--- src/sweep_pkg.sv ---
// Purpose: shared constants and types of the repeating sweep sequencer
// Assumes: 32-bit AXI4-Lite register bus, 100 MHz aclk
// Notes:   offsets are byte addresses of aligned words
package sweep_pkg;

   // ----------------------------------------------------------------
   // bus and register map
   // ----------------------------------------------------------------
   localparam int          ADDR_W          = 8;
   localparam int          DATA_W          = 32;
   localparam int          RES_W           = 10;
   localparam int          N_INPUTS        = 8;
   localparam logic [7:0]  OFS_CTRL_FIRST  = 8'h00;
   localparam logic [7:0]  OFS_CTRL_SECOND = 8'h04;
   localparam logic [7:0]  OFS_CTRL_THIRD  = 8'h08;
   localparam logic [7:0]  OFS_STATUS      = 8'h0c;
   localparam logic [7:0]  OFS_RES_BASE    = 8'h20;
   localparam logic [7:0]  OFS_RES_LAST    = 8'h3c;
   localparam logic [1:0]  RESP_OKAY       = 2'h0;
   localparam logic [1:0]  RESP_SLVERR     = 2'h2;

   // ----------------------------------------------------------------
   // field positions
   // ----------------------------------------------------------------
   localparam int          TSS_BIT         = 0;
   localparam int          RUN_BIT         = 1;
   localparam int          SEL_LSB         = 0;
   localparam int          MODE_BIT        = 2;
   localparam int          GROUP_LSB       = 0;
   localparam int          ST_LSB          = 0;
   localparam int          CHAN_LSB        = 4;
   localparam int          PRIO_BIT        = 8;

   // ----------------------------------------------------------------
   // codes and reset values
   // ----------------------------------------------------------------
   localparam logic        MODE_SWEEP0     = 1'h0;
   localparam logic        MODE_SWEEP1     = 1'h1;
   localparam logic        TSS_SOFTWARE    = 1'h0;
   localparam logic [2:0]  CHAN_FIRST      = 3'h0;
   localparam logic [2:0]  CHAN_LAST       = 3'h7;
   localparam logic [2:0]  CHAN_STEP       = 3'h1;

   typedef enum logic [1:0]
   {
      ST_IDLE = 2'b00,
      ST_ARM  = 2'b01,
      ST_CONV = 2'b10
   } seq_state_t;

   // request to the analog multiplexer and converter core
   typedef struct packed
   {
      logic       start;
      logic [1:0] group;
      logic [2:0] chan;
   } conv_req_t;

   // answer of the converter core
   typedef struct packed
   {
      logic             done;
      logic [RES_W-1:0] data;
   } conv_rsp_t;

endpackage

--- src/fall_detect.sv ---
// Purpose: registered falling edge detector for the trigger pin
// Assumes: pin is synchronous to aclk
// Notes:   pulse is one cycle, one cycle after the edge
`timescale 1ns/1ns
module fall_detect
   import sweep_pkg::*;
(
   input  wire logic aclk,
   input  wire logic aresetn,
   input  wire logic pin,
   output logic      fall
);

   typedef struct packed
   {
      logic prev;
      logic fall;
   } fall_state_t;

   fall_state_t q;
   fall_state_t d;

   // ----------------------------------------------------------------
   // edge logic
   // ----------------------------------------------------------------
   always_comb
   begin
      d      = q;
      d.prev = pin;
      d.fall = q.prev && !pin;
   end

   always_ff @(posedge aclk)
   begin
      if (!aresetn)
      begin
         q <= '{prev: 1'b0, fall: 1'b0};
      end
      else
      begin
         q <= d;
      end
   end

   assign fall = q.fall;

endmodule

--- src/sweep_sequencer.sv ---
// Purpose: repeating sweep sequencer with AXI4-Lite registers
// Assumes: converter core answers each start with one done pulse
// Notes:   no interrupt output; results kept per input
// Operation
// - mode zero converts selected inputs in turn, wrapping to first, endlessly
// - sweep_select and input_group_select together pick the swept inputs
// - trigger select 0: writing run 1 starts converting at once
// - trigger select 1: conversion starts on the next trigger pin fall
// - converting continues until software writes run 0
// - no completion interrupt request in either repeating mode
// - mode zero sweeps inputs 0 up to 1, 3, 5 or 7
// - each result lands in that input's own result register
// - mode one priority set is input 0 up to 0, 1, 2 or 3
// - mode one converts the priority set between each other input
// - mode one visits one other group input each cycle, in turn, repeating
//
// Chosen here: the register addresses and register access over AXI4-Lite.
`timescale 1ns/1ns
module sweep_sequencer
   import sweep_pkg::*;
(
   input  wire logic              aclk,
   input  wire logic              aresetn,
   input  wire logic [ADDR_W-1:0] awaddr,
   input  wire logic              awvalid,
   output logic                   awready,
   input  wire logic [DATA_W-1:0] wdata,
   input  wire logic [3:0]        wstrb,
   input  wire logic              wvalid,
   output logic                   wready,
   output logic [1:0]             bresp,
   output logic                   bvalid,
   input  wire logic              bready,
   input  wire logic [ADDR_W-1:0] araddr,
   input  wire logic              arvalid,
   output logic                   arready,
   output logic [DATA_W-1:0]      rdata,
   output logic [1:0]             rresp,
   output logic                   rvalid,
   input  wire logic              rready,
   input  wire logic              external_trigger_pin,
   output conv_req_t              conv_req,
   input  wire conv_rsp_t         conv_rsp
);

   typedef struct packed
   {
      seq_state_t                  st;
      logic [2:0]                  chan;
      logic [2:0]                  np;
      logic                        in_prio;
      logic                        tss;
      logic                        run;
      logic                        mode;
      logic [1:0]                  sweep_sel;
      logic [1:0]                  group;
      logic [N_INPUTS-1:0][RES_W-1:0] res;
      conv_req_t                   req;
      logic                        aw_have;
      logic [ADDR_W-1:0]           aw_addr;
      logic                        w_have;
      logic [DATA_W-1:0]           w_data;
      logic                        w_lane0;
      logic                        awready;
      logic                        wready;
      logic                        bvalid;
      logic [1:0]                  bresp;
      logic                        arready;
      logic                        rvalid;
      logic [1:0]                  rresp;
      logic [DATA_W-1:0]           rdata;
   } top_state_t;

   top_state_t q;
   top_state_t d;
   logic       trig_fall;
   logic [2:0] last0;
   logic [2:0] plast;
   logic       run_set;
   logic       run_clr;

   // ----------------------------------------------------------------
   // trigger edge
   // ----------------------------------------------------------------
   fall_detect u_trig
   (
      .aclk    (aclk),
      .aresetn (aresetn),
      .pin     (external_trigger_pin),
      .fall    (trig_fall)
   );

   // sweep ends from sweep_select
   assign last0 = {q.sweep_sel, 1'b1};
   assign plast = {1'b0, q.sweep_sel};

   // ----------------------------------------------------------------
   // register read
   // ----------------------------------------------------------------
   function automatic logic [33:0] read_reg(input logic [ADDR_W-1:0] a,
                                            input top_state_t s);
      logic [DATA_W-1:0] v;
      logic [1:0]        r;
      v = '0;
      r = RESP_OKAY;
      if (a == OFS_CTRL_FIRST)
      begin
         v[TSS_BIT] = s.tss;
         v[RUN_BIT] = s.run;
      end
      else if (a == OFS_CTRL_SECOND)
      begin
         v[SEL_LSB +: 2] = s.sweep_sel;
         v[MODE_BIT]     = s.mode;
      end
      else if (a == OFS_CTRL_THIRD)
      begin
         v[GROUP_LSB +: 2] = s.group;
      end
      else if (a == OFS_STATUS)
      begin
         v[ST_LSB +: 2]   = s.st;
         v[CHAN_LSB +: 3] = s.chan;
         v[PRIO_BIT]      = s.in_prio;
      end
      else if (a >= OFS_RES_BASE && a <= OFS_RES_LAST && a[1:0] == 2'h0)
      begin
         v[RES_W-1:0] = s.res[a[4:2]];
      end
      else
      begin
         r = RESP_SLVERR;
      end
      return {r, v};
   endfunction

   // ----------------------------------------------------------------
   // next state
   // ----------------------------------------------------------------
   always_comb
   begin
      d           = q;
      d.req.start = 1'b0;
      run_set     = 1'b0;
      run_clr     = 1'b0;

      // trigger wait
      if (q.st == ST_ARM && trig_fall)
      begin
         d.st        = ST_CONV;
         d.req.start = 1'b1;
      end

      // conversion done: store and step
      if (q.st == ST_CONV && conv_rsp.done)
      begin
         d.res[q.chan] = conv_rsp.data;
         d.req.start   = 1'b1;
         if (q.mode == MODE_SWEEP0)
         begin
            d.chan = (q.chan >= last0) ? CHAN_FIRST
                                       : q.chan + CHAN_STEP;
         end
         else if (q.in_prio)
         begin
            if (q.chan >= plast)
            begin
               d.in_prio = 1'b0;
               d.chan    = q.np;
            end
            else
            begin
               d.chan = q.chan + CHAN_STEP;
            end
         end
         else
         begin
            d.in_prio = 1'b1;
            d.chan    = CHAN_FIRST;
            d.np = (q.np == CHAN_LAST) ? plast + CHAN_STEP
                                       : q.np + CHAN_STEP;
         end
      end

      // write channels
      if (awvalid && q.awready)
      begin
         d.aw_have = 1'b1;
         d.aw_addr = awaddr;
      end
      if (wvalid && q.wready)
      begin
         d.w_have  = 1'b1;
         d.w_data  = wdata;
         d.w_lane0 = wstrb[0];
      end
      if (q.bvalid && bready)
      begin
         d.bvalid = 1'b0;
      end
      if (q.aw_have && q.w_have && !q.bvalid)
      begin
         d.aw_have = 1'b0;
         d.w_have  = 1'b0;
         d.bvalid  = 1'b1;
         d.bresp   = RESP_OKAY;
         if (q.aw_addr == OFS_CTRL_FIRST)
         begin
            if (q.w_lane0)
            begin
               d.tss   = q.w_data[TSS_BIT];
               d.run   = q.w_data[RUN_BIT];
               run_set = q.w_data[RUN_BIT] && !q.run;
               run_clr = !q.w_data[RUN_BIT];
            end
         end
         else if (q.aw_addr == OFS_CTRL_SECOND)
         begin
            if (q.w_lane0)
            begin
               d.sweep_sel = q.w_data[SEL_LSB +: 2];
               d.mode      = q.w_data[MODE_BIT];
            end
         end
         else if (q.aw_addr == OFS_CTRL_THIRD)
         begin
            if (q.w_lane0)
            begin
               d.group = q.w_data[GROUP_LSB +: 2];
            end
         end
         else if (q.aw_addr == OFS_STATUS || (q.aw_addr >= OFS_RES_BASE
                  && q.aw_addr <= OFS_RES_LAST && q.aw_addr[1:0] == 2'h0))
         begin
            d.bresp = RESP_OKAY;
         end
         else
         begin
            d.bresp = RESP_SLVERR;
         end
      end

      // start and stop from the run bit
      if (run_set)
      begin
         d.chan    = CHAN_FIRST;
         d.in_prio = 1'b1;
         d.np      = plast + CHAN_STEP;
         if (d.tss == TSS_SOFTWARE)
         begin
            d.st        = ST_CONV;
            d.req.start = 1'b1;
         end
         else
         begin
            d.st        = ST_ARM;
            d.req.start = 1'b0;
         end
      end
      else if (run_clr)
      begin
         d.st        = ST_IDLE;
         d.req.start = 1'b0;
      end

      d.req.chan = d.chan;
      d.req.group = q.group;
      d.awready  = !d.aw_have && !d.bvalid;
      d.wready   = !d.w_have && !d.bvalid;

      // read channels
      if (q.rvalid && rready)
      begin
         d.rvalid  = 1'b0;
         d.arready = 1'b1;
      end
      if (arvalid && q.arready)
      begin
         d.arready            = 1'b0;
         d.rvalid             = 1'b1;
         {d.rresp, d.rdata}   = read_reg(araddr, q);
      end
   end

   always_ff @(posedge aclk)
   begin
      if (!aresetn)
      begin
         q         <= '0;
         q.st      <= ST_IDLE;
         q.awready <= 1'b1;
         q.wready  <= 1'b1;
         q.arready <= 1'b1;
      end
      else
      begin
         q <= d;
      end
   end

   assign awready  = q.awready;
   assign wready   = q.wready;
   assign bvalid   = q.bvalid;
   assign bresp    = q.bresp;
   assign arready  = q.arready;
   assign rvalid   = q.rvalid;
   assign rresp    = q.rresp;
   assign rdata    = q.rdata;
   assign conv_req = q.req;
endmodule

--- config.mk ---
export PLATFORM = sky130hd
export DESIGN_NAME = sweep_sequencer
export DESIGN_NICKNAME = d
export VERILOG_FILES = /design/src/sweep_pkg.sv /design/src/fall_detect.sv /design/src/sweep_sequencer.sv
export SDC_FILE = /design/constraint.sdc
export NUM_CORES = 1
export LEC_CHECK = 0
export BUFFER_PORTS_ARGS = -buffer_cell sky130_fd_sc_hd__buf_2
export CORE_MARGIN = 2
export CORE_UTILIZATION = 35
export DETAILED_ROUTE_END_ITERATION = 8
export GPL_ROUTABILITY_DRIVEN = 1
export MAX_ROUTING_LAYER = met4
export PLACE_DENSITY = 0.52
export SETUP_SLACK_MARGIN = 0.4
export SYNTH_ARGS = -nofsm -noshare
export SYNTH_HDL_FRONTEND = slang
export SYNTH_SLANG_ARGS = --single-unit
--- constraint.sdc ---
create_clock -name aclk -period 2.4 [get_ports aclk]
set_input_delay 0.48 -clock aclk [delete_from_list [all_inputs] [get_ports aclk]]
set_output_delay 0.48 -clock aclk [all_outputs]
set_load 0.05 [all_outputs]
==> results.ini <==
[cells_and_area]
multi_input_area_um2 = 3050
drive_above_1_share = 0.209
syn_to_final_growth_pct = 15.5
insertedDiodeCount = 0
finish.utilization = 0.413
postLayoutCellArea_um2 = 7120
fill_cells = 1708
nNetsFinal = 790
seq_area_um2 = 2640

[synthesis]
yosysTopAreaCell = dfxtp_1
yosysMostFrequentCell = dfxtp_1
synthSimpleGateAreaFrac = 0.183
synthCells = 677
synth_top_area_frac = 0.429
synthXorXnorAreaFrac = 0
muxShareOfSynthArea = 0.187
synth-seq-cells = 132
synth_area_um2 = 6170
yosysSeqAreaShare = 0.429
synth.area.top_cells = dfxtp_1 43%, mux2i_1 11%, mux4_2 7.3%
synth_fa_ha_area_frac = 0.0162
synth_edf_count = 0
yosys_warnings = 0
synth_top_family_by_area = multiplexers
async_reset_ff_frac = 0
syn_area_per_cell_um2 = 9.11
synth_ff_type = dfxtp_1
synth_compound_area_frac = 0.0919
synth_common_cells = 132 x dfxtp_1, 99 x nand2_1, 78 x nor2_1, 68 x mux2i_1, 56 x a21oi_1
synth.distinct_cells = 50

[sta]
rsz0062_at_grt = yes
max_freq_mhz = 528
min_period_ps = 1900
finalCritPeriodShare = 0.790
holdWs_ps = 219
tightestPinTransition_ps = 548
finalClockSkew_ps = 11.5
slew_headroom = 0.635
setup_tns_ps = 0
final_max_slew_viol_count = 0
hold_viol_final = 0
setup_viol = 0

[worst_setup_path]
cp.arrival_ps = 2250
crit_path_end_kind = flop
critical_path_class = flop to flop
r2r-start = conv_req[0]
start_kind = flop
crit_path_max_fanout = 6
critical_path.startpoint = conv_req[0]
worstPathRequired_ps = 2750

[global_routing]
use_met1 = 0.226
grt_max_degree = 64
antenna_found_initial = 0
use_met3 = 0.0526
grt_pass1_wl_um = 24000
grt.overflow.total = 0
grt_pass1_vias = 4501
grt_use_met2 = 0.266
busiest_layer = met2
grt_usage = 0.177

[placed_design]
port_buffers = 61
place.gp.congestion = 0.791
dp_hpwl_um = 10400
placed_area_um2 = 6500

[hold_path]
holdCritStartpoint = external_trigger_pin
hold_class = input port to flop

[route]
wl_um = 15300
vias_per_cell = 5.09
drtAntennaViolNets = 0
drtPass1Iterations = 5
drc = 0
wl_per_cell_um = 16.1
first_iter_violations = 367
vias = 4827

[clocking]
ctsLongestPathBuffers = 2
insertion_delay_ps = 430
clkTransAtPathRegs_ps = 60
htreeDepth = 4
cts_tree = yes
numCtsBuffers = 17
cts-root-buf = clkbuf_16
cts_num_sinks = 132

[power]
p_leak_uw = 0.00279
peakVddDrop_v = 0.000571
total_power_uw = 5230
powerDensity_nw_per_um2 = 735

[floorplanning]
start_util = 0.358
dieArea_um2 = 18700
io_pins = 118
rows = 48
core-area_um2 = 17200
chipHeight_um = 137
die_w_um = 137

[outcome]
status = finished, final reports clean

[flow_run]
max_cap_viol_count = 0

[cell type report]
type                       count  area share
clock buffer                  17      0.0597
clock inverter                15      0.0237
inverter                      11     0.00580
multi-input combinational    466       0.429
sequential                   132       0.371
tap                          225      0.0395
timing repair buffer          83      0.0713
[sequential cells by signal (all words and copies together) (netlist names)]
| name | cells |
|---|---|
| conv_req | 6 |
| rdata | 10 |
| bresp | 1 |
| arready | 1 |
| rvalid | 1 |
| awready | 1 |
| last0 | 2 |
| d | 2 |
| u_trig.fall | 1 |
| q | 103 |
| wready | 1 |
| u_trig.q | 1 |
| rresp | 1 |
| bvalid | 1 |
[where the power goes]
part	switching (uW)	internal, uW
Combinational	284	99.1
Clock	1050	1550
Sequential	25.7	2220
[final timing paths]
| path | endpoint | slack [ps] | depth (start not counted) |
|---|---|---|---|
| max | conv_req[2] | 500 | 7 |
| min | u_trig.fall | 220 | 2 |
| max reg2reg | conv_req[2] | 500 | 7 |
| min reg2reg | u_trig.fall | 420 | 2 |
[layer usage]
layer / up-vias / part of all wire
met2: 151 / 0.46
li1: 2343 / -
met1: 2314 / 0.45
met5: - / 0
met3: 19 / 0.071
met4: 0 / 0.016
[stage by stage]
stage	setup slack, ps	instances
CTS	430	947
floorplan	407	700
global placement	363	915
detailed placement	339	915
finish	504	949
global route	391	949
[cells by family after synthesis]
group,Yosys count
AO/OA/AOI/OAI,100
other,1
flip-flops,132
AND/OR/NAND/NOR,244
multiplexers,90
buffers and inverters,102
adder cells (fa/ha/maj),8
[layout by cell type (no fill, tap or decap), types with 10 or more instances in the layout]
cell type / synthesis / layout
a21oi_1: 56 / 56
buf_2: 10 / 61
buf_4: 47 / 19
clkbuf_16: 0 / 17
conb_1: 1 / 24
dfxtp_1: 132 / 131
inv_1: 10 / 10
mux2i_1: 68 / 68
mux4_2: 20 / 20
nand2_1: 99 / 99
nand3_1: 19 / 19
nor2_1: 78 / 77
o21ai_0: 15 / 15
o22ai_1: 11 / 11
[what timing repair did]
action                     in CTS  in global routing
hold buffers                    0                  0
resized for setup               0                  3
setup buffers                   0                  2
setup endpoints to repair       0                  5
[worst max-delay path, cell delays in order (launching register included)]
cell and delay, ps:
dfxtp_1 330, inv_1 100, ha_1 300, nand2b_1 140
a211o_1 350, mux2i_1 150, or3_1 340, a31oi_1 120
(Power assumes the default switching activity.)
